<file path="config.mk">
export PLATFORM = sky130hd
export DESIGN_NAME = fms_socket_ctrl
export DESIGN_NICKNAME = d
export VERILOG_FILES = /design/src/fms_pkg.sv /design/src/fms_op_if.sv /design/src/fms_op_eng.sv /design/src/fms_socket_ctrl.sv /design/src/fms_sync.sv
export SDC_FILE = /design/constraint.sdc
export NUM_CORES = 1
export LEC_CHECK = 0
export BUFFER_PORTS_ARGS = -buffer_cell sky130_fd_sc_hd__buf_2
export CAP_MARGIN = 15
export CELL_PAD_IN_SITES_DETAIL_PLACEMENT = 1
export CELL_PAD_IN_SITES_GLOBAL_PLACEMENT = 2
export CORE_UTILIZATION = 37
export DETAILED_ROUTE_END_ITERATION = 8
export PLACE_DENSITY = 0.75
export SYNTH_ARGS = -nofsm -noshare
export SYNTH_HDL_FRONTEND = slang
export SYNTH_SLANG_ARGS = --single-unit
export TNS_END_PERCENT = 30
</file>
<file path="constraint.sdc">
create_clock -name clk_i -period 15.05 [get_ports clk_i]
set_input_delay 0 -clock clk_i [delete_from_list [all_inputs] [get_ports clk_i]]
set_output_delay 0 -clock clk_i [all_outputs]
set_load 0.02 [all_outputs]
</file>
<file path="src/fms_pkg.sv">
// shared constants, types and helpers of the flash socket controller
package fms_pkg;
	localparam int ADDR_W = 8;
	localparam int DATA_W = 64;
	localparam int LEN_W = 32;
	localparam int OFS_W = 33;
	localparam int CODE_W = 4;

	// register byte offsets
	localparam logic [7:0] OFS_CMD = 8'h20;
	localparam logic [7:0] OFS_DATA = 8'h28;
	localparam logic [7:0] OFS_LEN = 8'h30;
	localparam logic [7:0] OFS_STAT = 8'h38;

	// command field positions
	localparam int CMD_EN_BIT = 0;
	localparam int CMD_IE_BIT = 4;
	localparam int CMD_OP_LSB = 5;
	localparam int CMD_DIR_BIT = 9;
	localparam int CMD_OFS_LSB = 31;

	// status field positions
	localparam int ST_EN_BIT = 0;
	localparam int ST_IE_BIT = 3;
	localparam int ST_ERR_BIT = 4;
	localparam int ST_DONE_BIT = 5;
	localparam int ST_PRES_BIT = 6;
	localparam int ST_INS_BIT = 7;
	localparam int ST_REM_BIT = 8;

	// reset values
	localparam logic [63:0] CMD_RST = 64'h0000_0000_0000_0000;
	localparam logic [63:0] DATA_RST = 64'h0000_0000_0000_0000;
	localparam logic [31:0] LEN_RST = 32'h0000_0000;
	localparam logic [63:0] ZERO64 = 64'h0000_0000_0000_0000;

	typedef enum logic [3:0] {
		FMS_OP_NONE = 4'h0,
		FMS_OP_RD_BYTE = 4'h1,
		FMS_OP_WR_BYTE = 4'h2,
		FMS_OP_RD_SHORT = 4'h3,
		FMS_OP_WR_SHORT = 4'h4,
		FMS_OP_RD_INT = 4'h5,
		FMS_OP_WR_INT = 4'h6,
		FMS_OP_RD_LONG = 4'h7,
		FMS_OP_WR_LONG = 4'h8
	} fms_op_t;

	typedef enum logic [1:0] {
		FMS_IDLE = 2'b01,
		FMS_BUSY = 2'b10
	} fms_state_t;

	function automatic logic fms_op_valid(input logic [3:0] code);
		fms_op_valid = (code >= 4'(FMS_OP_RD_BYTE)) && (code <= 4'(FMS_OP_WR_LONG));
	endfunction

	// odd codes 1 to 7 read from the stick
	function automatic logic fms_op_is_read(input logic [3:0] code);
		fms_op_is_read = fms_op_valid(code) && code[0];
	endfunction
endpackage

</file>
<file path="src/fms_op_if.sv">
// request and completion signals between register file and operation engine
`timescale 1ns/1ps
interface fms_op_if;
	logic start;
	logic abort;
	logic [3:0] code;
	logic dma_write;
	logic [32:0] offset;
	logic [63:0] word;
	logic [31:0] length;
	logic busy;
	logic finish;
	logic fail;
	logic [63:0] rdata;

	modport ctl (output start, abort, code, dma_write, offset, word, length,
		input busy, finish, fail, rdata);
	modport eng (input start, abort, code, dma_write, offset, word, length,
		output busy, finish, fail, rdata);
endinterface

</file>
<file path="src/fms_op_eng.sv">
// operation engine: holds one request toward the flash media until done or aborted
`timescale 1ns/1ps
module fms_op_eng (
	input wire logic clk_i,
	input wire logic rstn_i,
	fms_op_if.eng op,
	// media side
	output logic fl_req_o,
	output logic [3:0] fl_code_o,
	output logic fl_dma_write_o,
	output logic [32:0] fl_offset_o,
	output logic [63:0] fl_word_o,
	output logic [31:0] fl_len_o,
	input wire logic fl_done_i,
	input wire logic fl_err_i,
	input wire logic [63:0] fl_rdata_i
);
	fms_pkg::fms_state_t state;
	fms_pkg::fms_state_t next_state;
	logic [3:0] code;
	logic [3:0] next_code;
	logic dir;
	logic next_dir;
	logic [32:0] ofs;
	logic [32:0] next_ofs;
	logic [63:0] word;
	logic [63:0] next_word;
	logic [31:0] len;
	logic [31:0] next_len;
	logic fin;
	logic next_fin;
	logic fail;
	logic next_fail;
	logic [63:0] rdata;
	logic [63:0] next_rdata;

	always_comb begin
		next_state = state;
		next_code = code;
		next_dir = dir;
		next_ofs = ofs;
		next_word = word;
		next_len = len;
		next_fin = 1'b0;
		next_fail = fail;
		next_rdata = rdata;
		case (state)
			fms_pkg::FMS_IDLE: begin
				if (op.start) begin
					next_state = fms_pkg::FMS_BUSY;
					next_code = op.code;
					next_dir = op.dma_write;
					next_ofs = op.offset;
					next_word = op.word;
					next_len = op.length;
				end
			end
			fms_pkg::FMS_BUSY: begin
				// abort takes priority: a pulled stick cannot finish cleanly
				if (op.abort) begin
					next_state = fms_pkg::FMS_IDLE;
					next_fin = 1'b1;
					next_fail = 1'b1;
				end else if (fl_done_i) begin
					next_state = fms_pkg::FMS_IDLE;
					next_fin = 1'b1;
					next_fail = fl_err_i;
					next_rdata = fl_rdata_i;
				end
			end
			default: next_state = fms_pkg::FMS_IDLE;
		endcase
	end

	always_ff @(posedge clk_i or negedge rstn_i) begin
		if (!rstn_i) begin
			state <= fms_pkg::FMS_IDLE;
			code <= 4'h0;
			dir <= 1'b0;
			ofs <= 33'h0_0000_0000;
			word <= fms_pkg::ZERO64;
			len <= fms_pkg::LEN_RST;
			fin <= 1'b0;
			fail <= 1'b0;
			rdata <= fms_pkg::ZERO64;
		end else begin
			state <= next_state;
			code <= next_code;
			dir <= next_dir;
			ofs <= next_ofs;
			word <= next_word;
			len <= next_len;
			fin <= next_fin;
			fail <= next_fail;
			rdata <= next_rdata;
		end
	end

	assign fl_req_o = (state == fms_pkg::FMS_BUSY);
	assign fl_code_o = code;
	assign fl_dma_write_o = dir;
	assign fl_offset_o = ofs;
	assign fl_word_o = word;
	assign fl_len_o = len;
	assign op.busy = (state == fms_pkg::FMS_BUSY) | fin;
	assign op.finish = fin;
	assign op.fail = fail;
	assign op.rdata = rdata;
endmodule

</file>
<file path="src/fms_socket_ctrl.sv">
// removable flash socket controller: registers, events and interrupt
// Summary of operation
// - interrupt on stick insertion or removal
// - interrupt when requested operation finishes
// - registers at 0x20, 0x28, 0x30, 0x38
// - command bit 0 enables the controller
// - command bit 4 enables interrupts
// - command bits 5-8 select operation code
// - command bit 9 selects dma direction
// - command bits 31-63 hold flash offset
// - data register holds word or buffer address
// - length register bits 0-31 hold length
// - status bits 0 and 3 mirror enables
// - status bit 5 flags transfer complete
// - status bit 6 shows stick present
// - bit 7 insertion, bit 8 low removal
`timescale 1ns/1ps
module fms_socket_ctrl (
	// clock and reset
	input wire logic clk_i,
	input wire logic rstn_i,
	// register port
	input wire logic [7:0] reg_addr_i,
	input wire logic reg_wr_i,
	input wire logic reg_rd_i,
	input wire logic [63:0] reg_wdata_i,
	output logic [63:0] reg_rdata_o,
	output logic reg_rvalid_o,
	// socket
	input wire logic stick_detect_i,
	// flash media
	output logic fl_req_o,
	output logic [3:0] fl_code_o,
	output logic fl_dma_write_o,
	output logic [32:0] fl_offset_o,
	output logic [63:0] fl_word_o,
	output logic [31:0] fl_len_o,
	input wire logic fl_done_i,
	input wire logic fl_err_i,
	input wire logic [63:0] fl_rdata_i,
	// interrupt
	output logic irq_o
);
	logic rst_meta;
	logic rst_n;
	logic next_rst_meta;
	logic next_rst_n;

	// reset drops at once but leaves only on an edge, so no flop sees a runt release
	always_comb begin
		next_rst_meta = 1'b1;
		next_rst_n = rst_meta;
	end

	always_ff @(posedge clk_i or negedge rstn_i) begin
		if (!rstn_i) begin
			rst_meta <= 1'b0;
			rst_n <= 1'b0;
		end else begin
			rst_meta <= next_rst_meta;
			rst_n <= next_rst_n;
		end
	end

	fms_op_if op ();

	logic present;
	logic ins_pulse;
	logic rem_pulse;

	// the stick pin is asynchronous: two flops before any logic reads it
	fms_sync u_sync (
		.clk_i(clk_i),
		.rstn_i(rst_n),
		.pin_i(stick_detect_i),
		.level_o(present),
		.rise_o(ins_pulse),
		.fall_o(rem_pulse)
	);

	// the engine owns the media handshake, this file drives start and abort and sees busy, finish, fail and rdata
	fms_op_eng u_eng (
		.clk_i(clk_i),
		.rstn_i(rst_n),
		.op(op),
		.fl_req_o(fl_req_o),
		.fl_code_o(fl_code_o),
		.fl_dma_write_o(fl_dma_write_o),
		.fl_offset_o(fl_offset_o),
		.fl_word_o(fl_word_o),
		.fl_len_o(fl_len_o),
		.fl_done_i(fl_done_i),
		.fl_err_i(fl_err_i),
		.fl_rdata_i(fl_rdata_i)
	);

	logic [63:0] cmd;
	logic [63:0] data;
	logic [31:0] len;
	logic err;
	logic done;
	logic ins_evt;
	logic rem_evt;
	logic done_evt;
	logic irq;
	logic [63:0] rdata;
	logic rvalid;
	logic [3:0] last_code;
	logic last_dir;
	logic [63:0] next_cmd;
	logic [63:0] next_data;
	logic [31:0] next_len;
	logic next_err;
	logic next_done;
	logic next_ins_evt;
	logic next_rem_evt;
	logic next_done_evt;
	logic next_irq;
	logic [63:0] next_rdata;
	logic next_rvalid;
	logic [3:0] next_last_code;
	logic next_last_dir;

	// decoded strobes and fields
	logic wr_cmd;
	logic wr_data;
	logic wr_len;
	logic rd_stat;
	logic [3:0] new_code;
	logic new_en;
	logic start_ok;
	logic [63:0] status;

	always_comb begin
		wr_cmd = 1'b0;
		wr_data = 1'b0;
		wr_len = 1'b0;
		if (reg_wr_i && reg_addr_i == fms_pkg::OFS_CMD) begin
			wr_cmd = 1'b1;
		end else if (reg_wr_i && reg_addr_i == fms_pkg::OFS_DATA) begin
			wr_data = 1'b1;
		end else if (reg_wr_i && reg_addr_i == fms_pkg::OFS_LEN) begin
			wr_len = 1'b1;
		end
		rd_stat = reg_rd_i && (reg_addr_i == fms_pkg::OFS_STAT);
		new_code = reg_wdata_i[fms_pkg::CMD_OP_LSB +: 4];
		new_en = reg_wdata_i[fms_pkg::CMD_EN_BIT];
		// a start needs a known code, an enabled device, a stick and an idle engine
		start_ok = wr_cmd && fms_pkg::fms_op_valid(new_code) && new_en && present
			&& !op.busy;
	end

	assign op.start = start_ok;
	assign op.code = new_code;
	assign op.dma_write = reg_wdata_i[fms_pkg::CMD_DIR_BIT];
	assign op.offset = reg_wdata_i[63:fms_pkg::CMD_OFS_LSB];
	assign op.word = data;
	assign op.length = len;
	// a pulled stick or a disabled device cuts a running operation short
	assign op.abort = rem_pulse | ~cmd[fms_pkg::CMD_EN_BIT];

	always_comb begin
		status = fms_pkg::ZERO64;
		status[fms_pkg::ST_EN_BIT] = cmd[fms_pkg::CMD_EN_BIT];
		status[fms_pkg::ST_IE_BIT] = cmd[fms_pkg::CMD_IE_BIT];
		status[fms_pkg::ST_ERR_BIT] = err;
		status[fms_pkg::ST_DONE_BIT] = done;
		status[fms_pkg::ST_PRES_BIT] = present;
		status[fms_pkg::ST_INS_BIT] = ins_evt;
		// removal is reported by this bit going low
		status[fms_pkg::ST_REM_BIT] = ~rem_evt;
	end

	always_comb begin
		next_cmd = cmd;
		next_data = data;
		next_len = len;
		next_err = err;
		next_done = done;
		next_last_code = last_code;
		next_last_dir = last_dir;
		next_ins_evt = ins_evt;
		next_rem_evt = rem_evt;
		next_done_evt = done_evt;
		if (wr_cmd) begin
			next_cmd = reg_wdata_i;
			if (new_code != 4'(fms_pkg::FMS_OP_NONE)) begin
				next_done = 1'b0;
				next_err = 1'b0;
				// a refused write must not rename the operation still running
				if (start_ok) begin
					next_last_code = new_code;
					next_last_dir = reg_wdata_i[fms_pkg::CMD_DIR_BIT];
				end else begin
					// refused request finishes at once, flagged as an error unless an operation finishing in that cycle sets the flag from its own fail
					next_err = 1'b1;
					next_done = 1'b1;
					next_done_evt = 1'b1;
				end
			end
		end
		if (wr_data) begin
			next_data = reg_wdata_i;
		end
		if (wr_len) begin
			next_len = reg_wdata_i[31:0];
		end
		// status read acknowledges pending events; a new insertion, removal or engine finish wins, a refused start does not
		if (rd_stat) begin
			next_ins_evt = 1'b0;
			next_rem_evt = 1'b0;
			next_done_evt = 1'b0;
		end
		if (ins_pulse) begin
			next_ins_evt = 1'b1;
		end
		if (rem_pulse) begin
			next_rem_evt = 1'b1;
		end
		if (op.finish) begin
			next_done = 1'b1;
			next_err = op.fail;
			next_done_evt = 1'b1;
			// dma transfers and writes leave the data register to the host
			if (!op.fail && fms_pkg::fms_op_is_read(last_code) && !last_dir) begin
				next_data = op.rdata;
			end
		end
		// registered so the pin cannot glitch while flags settle
		next_irq = cmd[fms_pkg::CMD_EN_BIT] && cmd[fms_pkg::CMD_IE_BIT]
			&& (ins_evt || rem_evt || done_evt);
	end

	// read port: the answer stays on the bus until the next read
	always_comb begin
		next_rvalid = reg_rd_i;
		next_rdata = rdata;
		if (reg_rd_i) begin
			next_rdata = fms_pkg::ZERO64;
			if (reg_addr_i == fms_pkg::OFS_CMD) begin
				next_rdata = cmd;
			end else if (reg_addr_i == fms_pkg::OFS_DATA) begin
				next_rdata = data;
			end else if (reg_addr_i == fms_pkg::OFS_LEN) begin
				next_rdata = {32'h0000_0000, len};
			end else if (reg_addr_i == fms_pkg::OFS_STAT) begin
				next_rdata = status;
			end
		end
	end

	always_ff @(posedge clk_i or negedge rst_n) begin
		if (!rst_n) begin
			rdata <= fms_pkg::ZERO64;
			rvalid <= 1'b0;
		end else begin
			rdata <= next_rdata;
			rvalid <= next_rvalid;
		end
	end

	always_ff @(posedge clk_i or negedge rst_n) begin
		if (!rst_n) begin
			cmd <= fms_pkg::CMD_RST;
			data <= fms_pkg::DATA_RST;
			len <= fms_pkg::LEN_RST;
			err <= 1'b0;
			done <= 1'b0;
			ins_evt <= 1'b0;
			rem_evt <= 1'b0;
			done_evt <= 1'b0;
			irq <= 1'b0;
			last_code <= 4'h0;
			last_dir <= 1'b0;
		end else begin
			cmd <= next_cmd;
			data <= next_data;
			len <= next_len;
			err <= next_err;
			done <= next_done;
			ins_evt <= next_ins_evt;
			rem_evt <= next_rem_evt;
			done_evt <= next_done_evt;
			irq <= next_irq;
			last_code <= next_last_code;
			last_dir <= next_last_dir;
		end
	end

	assign irq_o = irq;
	assign reg_rdata_o = rdata;
	assign reg_rvalid_o = rvalid;
endmodule

</file>
<file path="src/fms_sync.sv">
// stick detect synchroniser with insertion and removal pulses
`timescale 1ns/1ps
module fms_sync (
	input wire logic clk_i,
	input wire logic rstn_i,
	input wire logic pin_i,
	output logic level_o,
	output logic rise_o,
	output logic fall_o
);
	logic meta;
	logic sync;
	logic last;
	logic next_meta;
	logic next_sync;
	logic next_last;

	always_comb begin
		next_meta = pin_i;
		next_sync = meta;
		next_last = sync;
	end

	always_ff @(posedge clk_i or negedge rstn_i) begin
		if (!rstn_i) begin
			meta <= 1'b0;
			sync <= 1'b0;
			last <= 1'b0;
		end else begin
			meta <= next_meta;
			sync <= next_sync;
			last <= next_last;
		end
	end

	assign level_o = sync;
	assign rise_o = sync & ~last;
	assign fall_o = ~sync & last;
endmodule

</file>
* Yosys cells after proc, flatten, opt, wreduce, memory -nomap -nowiden
Index checks and enable logic that the tools add are counted.
Storage, ports and cells: register bits 443, latch bits 0, memory bits (writable) 0, bits in read-only memories 0, input port bits 143, output and inout bits 201, logic and storage cells 119, memories 0
Cells by class: add/subtract/negate cells 0, multiply operators 0, div/mod/pow operators 0, order comparisons 4, equal/unequal tests 9, shifts and indexed selects 0, mux-type cells 35, bitwise gates (word level) 9, reductions and logical operators 35
Operators by type and width (number):
- $mux 64 | 5
- $eq 8x6->1 const B | 4
- $mux 32 | 1
- $mux 1 | 24
- $logic_and 1x1->1 | 15
- $reduce_bool 2->1 | 5
- $mux 9 | 1
- $reduce_and 3->1 | 3
- $ge 4x1->1 const B | 2
- $le 4x4->1 const B | 2
- $reduce_and 2->1 | 4
- $mux 2 | 3
- $ne 3x1->1 const B | 2
- $reduce_bool 3->1 | 2
- $not 1->1 | 5
- $pmux 2 s2 | 1
- $reduce_bool 4->1 | 1
- $logic_not 1->1 | 3
- $and 1x1->1 | 2
- $eq 2x1->1 const B | 1
- $eq 2x2->1 const B | 1
- $logic_or 1x1->1 | 2
- $ne 2x2->1 const B | 1
- $or 1x1->1 | 2

* Logic depth before layout (Yosys ltp)
Gate-level depths: netlist of the first run.
depth in word-level cells 12, mapped depth 7

* Hierarchy
A second synthesis of the first run with hierarchy kept.
Unflattened totals: cells, all modules 1489, area total of the unflattened synthesis 18263.8 um^2
By module, submodules not included:
- fms_socket_ctrl | times used 1, cells an instance 1051, area an instance 10441.3 um^2, seq. area each 5905.7 um^2
- fms_op_eng | times used 1, cells an instance 433, area an instance 7732.4 um^2, seq. area each 5056.1 um^2
- fms_sync | times used 1, cells an instance 5, area an instance 90.1 um^2, seq. area each 75.1 um^2

* Worst setup path after synthesis of the first run
OpenSTA, ideal clock, no wires.
path type reg2reg, from reg u_eng.state[0], to reg u_eng.len[25] (netlist: u_eng.fl_len_o[25]), data arrival time 2017 ps, slack 12906 ps, cell stages (with the launch flop) 8, period minus slack after synthesis 2144 ps, cell sequence dfstp_2 nor2b_1 a211o_1 nor4_1 buf_2 buf_4 buf_6 mux2_1
On the way: longest elaborated chain between the ends 5
RTL lines:
- start: declaration | line fms_op_eng.sv:18 | fms_pkg::fms_state_t state;
- start signal: assignment | line fms_op_eng.sv:77 | state <= fms_pkg::FMS_IDLE;
- start signal: assignment | line fms_op_eng.sv:87 | state <= next_state;
- $eq 2x2->1
- named net fl_req_o | line fms_socket_ctrl.sv:32 | output logic fl_req_o,
- $or 1x1->1 | line fms_op_eng.sv:105 | assign op.busy = (state == fms_pkg::FMS_BUSY) | fin;
- $logic_not 1->1 | line fms_socket_ctrl.sv:150 | && !op.busy;
- $logic_and 1x1->1 | line fms_socket_ctrl.sv:150
- $reduce_and 2->1 (no line)
- end signal: assignment | line fms_op_eng.sv:82 | len <= fms_pkg::LEN_RST;
- end signal: assignment | line fms_op_eng.sv:92 | len <= next_len;
- end: declaration | line fms_op_eng.sv:28 | logic [31:0] len;
The timed path passes the listed nets, and every way through them passes these cells. A chain may end at the register's enable or synchronous reset.

* Worst setup path in the final report of the first run
from reg u_eng.state[0], to reg u_eng.word[22] (netlist: u_eng.fl_word_o[22])
On the way: longest elaborated chain between the ends 5
RTL lines:
- $eq 2x2->1 | line fms_op_eng.sv:105
- $or 1x1->1 | line fms_op_eng.sv:105
- $logic_not 1->1 | line fms_socket_ctrl.sv:150
- $logic_and 1x1->1 | line fms_socket_ctrl.sv:150
- $reduce_and 2->1 (no line) (*)
- end signal: assignment | line fms_op_eng.sv:81 | word <= fms_pkg::ZERO64;
- end signal: assignment | line fms_op_eng.sv:91 | word <= next_word;
- end: declaration | line fms_op_eng.sv:26 | logic [63:0] word;
Every way passes the cells marked *; elsewhere a longest branch is shown, timed or not.

==> results of run 1 <==
==> through the flow <==
step                setup WS [ns]  std cells  hold slack (ns)  power, mW  utilization, %
floorplan                    1.85       1385           -0.296       1.33               -
global placement            11.79       2268           -0.215       1.39            42.3
detailed placement          11.77       2268           -0.208       1.40            42.3
CTS                         11.87       2498           0.0293       2.64            48.6
global route                11.75       2498           0.0640       2.70            48.6
finish                      11.91       2498           0.0662       2.60            48.6
==> timing repair <==
| item | in CTS | in global routing |
|---|---|---|
| endpoints found under the hold margin | 280 | 0 |
| endpoints found under the setup margin | 0 | 0 |
| buffers inserted | 0 | 0 |
| gates resized for setup | 0 | 0 |
| hold buffers | 141 | 0 |
==> sequential cells by signal, indices dropped and copies added (netlist names), 2 cells and up <==
signal	count
data	64
u_eng.fl_offset_o	33
reg_rdata_o	64
u_eng.fl_len_o	32
cmd	64
u_eng.fl_code_o	4
u_eng.op.rdata	64
len	32
last_code	2
u_eng.state	2
u_eng.fl_word_o	64
==> kinds of logic after synthesis <==
logic type / synth area share [%]
other: 0.0209
buffers and inverters: 3.38
AOI/OAI and AO/OA: 8.07
and+or+nand+nor: 6.24
DFF: 61.5
muxes: 20.7
==> worst register-to-register path, stage by stage (launching register included) <==
cell and delay [ns]:
dfstp_2 0.53, nor2b_1 0.09, a211o_1 0.32, nor4_2 0.31, buf_4 0.59, buf_4 0.75
mux2_2 0.43
==> power by group <==
group          switching, mW  internal (mW)  total [mW]
clock                  0.483          0.717        1.20
sequential            0.0254           1.22        1.24
combinational         0.0863         0.0745       0.161
total                  0.595           2.01        2.60
==> synth_stat cells, types with 26 or more instances <==
cell,instances
dfrtp_1,440
mux2_2,263
nand2_1,133
nor2_1,69
clkbuf_1,66
a31oi_1,64
inv_1,56
mux2_1,38
o2bb2ai_1,38
mux2i_1,33
o21ai_0,31
nor2b_1,28
o2111ai_1,26
o22ai_1,26
==> worst paths after layout <==
path	start	end	slack, ns	depth (start not counted)
min	reg_addr_i[6]	done$_DFFE_PN0P_	0.07	4
max in group asynchronous	rst_n$_DFF_PN0_	data[16]$_DFF_PN0_	12.31	2
max reg2reg	u_eng.state[0]$_DFFE_PN1P_	u_eng.fl_word_o[22]$_DFFE_PN0P_	11.91	6
min reg2reg	next_rst_n$_DFF_PN0_	rst_n$_DFF_PN0_	0.35	0
max	u_eng.state[0]$_DFFE_PN1P_	u_eng.fl_word_o[22]$_DFFE_PN0P_	11.91	6
min in group asynchronous	rstn_i	rst_n$_DFF_PN0_	0.26	3
==> layout make-up <==
class	instances	area share (%)
repair buffers	502	14.1
inverters	56	0.905
multi-input cells	795	27.3
well taps	615	3.31
flip-flops and latches	441	47.6
clock inverters	11	0.577
clock buffers	78	6.32
==> routing by layer <==
metal	vias to the layer above	GRT usage (%)	part of all wire, %
met3	88	4.89	5.2
met2	313	37.0	48
met5	-	0	0.018
met1	6808	29.2	44
li1	5816	-	-
met4	2	7.77	2.7
==> impl_metrics.py, run 1 <==
metrics = {
    "routing": {
        "wl_um": 54700,
        "drtAntennaViolNets": 0,
        "firstDrtPassIters": 5,
        "drc": 0,
        "wire_per_inst_um": 21.9,
        "viasPerCell": 5.21,
        "num_vias": 13027,
        "drt_iter0_markers": 565,
    },
    "global_route": {
        "grt_pass1_vias": 14417,
        "track_usage_pct": 22.5,
        "overflow": 0,
        "grt_max_degree": 87,
        "antenna_found_initial": 1,
        "grt_pass1_wl_um": 86200,
    },
    "worst_setup_path": {
        "cp_slowest_cell": "buf_4",
        "critPathBufInv": 2,
        "cp_max_fo": 46,
        "critPathLaunchType": "flip-flop",
        "crit_required_ns": 15.51,
        "cpLargestDelayFamily": "buffers and inverters",
        "critical_path_class": "reg -> reg",
        "critical-path-max-stage-delay_ns": 0.69,
        "crit_arrival_ns": 3.61,
        "cp_cell_sequence": "nor2b_1 > a211o_1 > nor4_2 > buf_4 > buf_4 > mux2_2",
        "critPathCaptureType": "flip-flop",
        "cpMostUsedCell": "buf_4",
    },
    "synth": {
        "synth_largest_area_cell": "dfrtp_1",
        "synth_ff_type": "dfrtp_1",
        "async_flop_share_pct": 100,
        "synthCells": 1385,
        "synth_area_leaders": "dfrtp_1 (61%), mux2_2 (17%), nand2_1 (2.8%)",
        "seq_area_frac_synth_pct": 61.5,
        "ys_types": 45,
        "syn_nets": 1528,
        "ys_ff_latch": 441,
        "synth_top_area_share_pct": 61.4,
        "synth_edf_count": 0,
        "yosys_warnings": 0,
        "syn_area_um2": 17900,
        "avgSynthCellArea_um2": 12.9,
    },
    "clocking": {
        "cts_buffers": 49,
        "cts_root_buf": "clkbuf_16",
        "cts.sinks": 441,
        "htreeDepth": 2,
        "max-clock-path-buffers": 3,
        "cts_tree": "yes",
        "clk_latency_ns": 0.59,
        "cts.reportedPaths.clkPinSlew_ns": 0.06,
    },
    "final_layout": {
        "syn2layout_area_growth_pct": 29.4,
        "nNetsFinal": 1988,
        "drive_gt1_share_pct": 37.6,
        "diodes": 0,
        "final_cell_mix": "dfrtp_1 (439), buf_2 (342), mux2_2 (263), dlygate4sd3_1 (141), nand2_1 (132)",
        "final_area_um2": 23200,
        "regArea_um2": 11000,
        "final_common_cell": "dfrtp_1",
        "multi_input_area_um2": 6330,
        "fillers": 5021,
    },
    "timing": {
        "skew_ns": 0.0169,
        "rsz0062_at_grt": "false",
        "relSlewSlack_pct": 25.0,
        "setup_violations": 0,
        "layout_min_cycle_time_ns": 3.14,
        "finalCritPeriodShare_pct": 20.9,
        "worstMarginPinSlew_ns": 1.12,
        "setup-tns-final_ns": 0,
        "hold_viol": 0,
        "drv_slew": 0,
        "fmax_ghz": 0.318,
    },
    "die": {
        "num_rows": 80,
        "die_w_um": 222,
        "core_region_area_um2": 47700,
        "io_pins": 344,
        "start_util_pct": 37.6,
        "die_area_um2": 49400,
        "fp.dieH_um": 222,
    },
    "power_and_ir_drop": {
        "p_leak_nw": 12.3,
        "power.density_nw_per_um2": 112,
        "vdd_drop_max_mv": 0.0767,
    },
    "run_status": {
        "status": "finished clean",
    },
    "placement": {
        "place_congestion": 0.767,
        "place_area_um2": 20200,
        "hpwl_um": 32800,
        "port-buffer-count": 343,
    },
    "worst_hold_path": {
        "worst_hold_path_type": "in -> reg",
    },
    "job": {
        "max_cap_viol_count": 0,
    },
}
No activity file was read; power rests on OpenSTA's default activity.
==> run 2: changes to the inputs <==
==> constraint.sdc (replaced) <==
create_clock -name clk_i -period 3.29 [get_ports clk_i]
set_input_delay 0 -clock clk_i [delete_from_list [all_inputs] [get_ports clk_i]]
set_output_delay 0 -clock clk_i [all_outputs]
set_load 0.02 [all_outputs]
==> impl_metrics.py, run 2 (synthesized netlist as in run 1, its figures left out) <==
metrics = {
    "final_layout": {
        "final_area_um2": 23400,
        "regArea_um2": 11000,
        "final_cell_mix": "dfrtp_1 (439), buf_2 (342), mux2_2 (263), dlygate4sd3_1 (138), nand2_1 (132)",
        "drive_gt1_share_pct": 37.9,
        "final_cells": 2502,
        "nNetsFinal": 1996,
        "syn2layout_area_growth_pct": 30.3,
        "fillers": 4954,
        "final_common_cell": "dfrtp_1",
        "multi_input_area_um2": 6330,
    },
    "worst_setup_path": {
        "startpoint": "u_eng.state[0]$_DFFE_PN1P_",
        "critPathCaptureType": "flip-flop",
        "r2r_slack_ns": 0.72,
        "critPathLaunchType": "flip-flop",
        "critical-path-max-stage-delay_ns": 0.57,
        "critical_path_class": "reg -> reg",
        "cp_max_fo": 31,
        "cp_cell_sequence": "nor2b_1 > a211o_1 > nor4_2 > buf_4 > mux2_2",
        "cp_slowest_cell": "nor4_2",
        "r2r-start": "u_eng.state[0]$_DFFE_PN1P_",
        "crit_required_ns": 3.76,
        "crit_arrival_ns": 3.04,
    },
    "timing": {
        "rsz0062_at_grt": "false",
        "layout_min_cycle_time_ns": 2.57,
        "worstMarginPinSlew_ns": 0.964,
        "finalCritPeriodShare_pct": 78.2,
        "drv_slew": 0,
        "relSlewSlack_pct": 35.7,
        "skew_ns": 0.0174,
        "holdWs_ns": 0.110,
        "setup_slack_ns": 0.719,
        "setup_violations": 0,
        "fmax_ghz": 0.389,
        "setup-tns-final_ns": 0,
        "hold_viol": 0,
    },
    "routing": {
        "drt_iter0_markers": 606,
        "wl_met1_um": 23600,
        "num_vias": 12967,
        "viasPerCell": 5.18,
        "wire_per_inst_um": 21.8,
        "met2WireLength_um": 26200,
        "drtAntennaViolNets": 0,
        "routed.top_layer": "met4",
        "wl_um": 54600,
        "wl_met3_um": 3320,
        "drc": 0,
        "firstDrtPassIters": 4,
    },
    "die": {
        "die_area_um2": 49400,
        "core_region_area_um2": 47700,
        "io_pins": 344,
        "num_rows": 80,
        "start_util_pct": 37.6,
        "die_w_um": 222,
        "fp.dieH_um": 222,
    },
    "run_status": {
        "status": "finished clean",
    },
    "global_route": {
        "grt_pass1_vias": 14259,
        "track_usage_pct": 22.5,
        "grt_pass1_wl_um": 86000,
        "antenna_found_initial": 2,
        "overflow": 0,
        "grt_max_degree": 132,
    },
    "clocking": {
        "cts_buffers": 49,
        "clk_latency_ns": 0.58,
        "htreeDepth": 2,
        "cts.sinks": 441,
        "cts_root_buf": "clkbuf_16",
        "cts.reportedPaths.clkPinSlew_ns": 0.06,
        "cts_tree": "yes",
        "ctsResizeCount": 0,
        "max-clock-path-buffers": 3,
    },
    "placement": {
        "post-place-ws_ns": 0.681,
        "port-buffer-count": 343,
        "place_area_um2": 20400,
        "hpwl_um": 33900,
        "dp_cells": 2279,
        "place_congestion": 0.796,
    },
    "power_and_ir_drop": {
        "vdd_drop_max_mv": 0.365,
        "p_leak_nw": 12.4,
        "power.density_nw_per_um2": 507,
    },
    "worst_hold_path": {
        "worst_hold_path_type": "in -> reg",
        "worstHoldStart": "stick_detect_i",
    },
    "job": {
        "max_cap_viol_count": 0,
    },
}
[run 2: final cells by class]
| class | count | share of cell area, % |
|---|---|---|
| diodes | 2 | 0.0214 |
| well taps | 615 | 3.29 |
| flip-flops and latches | 441 | 47.3 |
| clock inverters | 8 | 0.509 |
| repair buffers | 510 | 14.7 |
| clock buffers | 75 | 6.19 |
| inverters | 56 | 0.900 |
| multi-input cells | 795 | 27.1 |
[run 2: final timing paths]
| kind | to | cells after the start |
|---|---|---|
| max reg2reg | u_eng.fl_word_o[41]$_DFFE_PN0P_ | 5 |
| max | u_eng.fl_word_o[41]$_DFFE_PN0P_ | 5 |
| max in group asynchronous | cmd[32]$_DFFE_PN0P_ | 1 |
| min in group asynchronous | rst_n$_DFF_PN0_ | 3 |
| min reg2reg | u_eng.op.rdata[55]$_DFFE_PN0P_ | 0 |
| min | u_sync.meta$_DFF_PN0_ | 2 |
[run 2: per-stage QoR]
stage               power, mW  utilization, %
floorplan                6.10               -
global placement         6.38            42.7
detailed placement       6.41            42.7
CTS                      12.0            48.9
global route             12.3            48.9
finish                   11.9            48.9
[run 2: critical path, delay by kind of cell, from the launching register on]
kind | cells | cell delay [ns]
AO/OA/AOI/OAI | 1 | 0.32
buffers and inverters | 1 | 0.50
flip-flops | 1 | 0.53
multiplexers | 1 | 0.40
AND/OR/NAND/NOR | 2 | 0.66
[run 2: metal layers]
metal | global-route usage, % | vias to the layer above
li1 | - | 5834
met1 | 29.3 | 6709
met2 | 36.8 | 341
met3 | 5.35 | 83
met4 | 7.64 | 0
met5 | 0 | -
[run 2: timing repair]
action                    in CTS  in global routing
hold buffers                 138                  0
setup buffers                  0                  0
hold endpoints to repair     284                  0
[run 2: power by group]
group	internal [mW]	switching [mW]
registers	5.57	0.112
logic	0.350	0.403
clock network	3.24	2.18
total	9.16	2.69
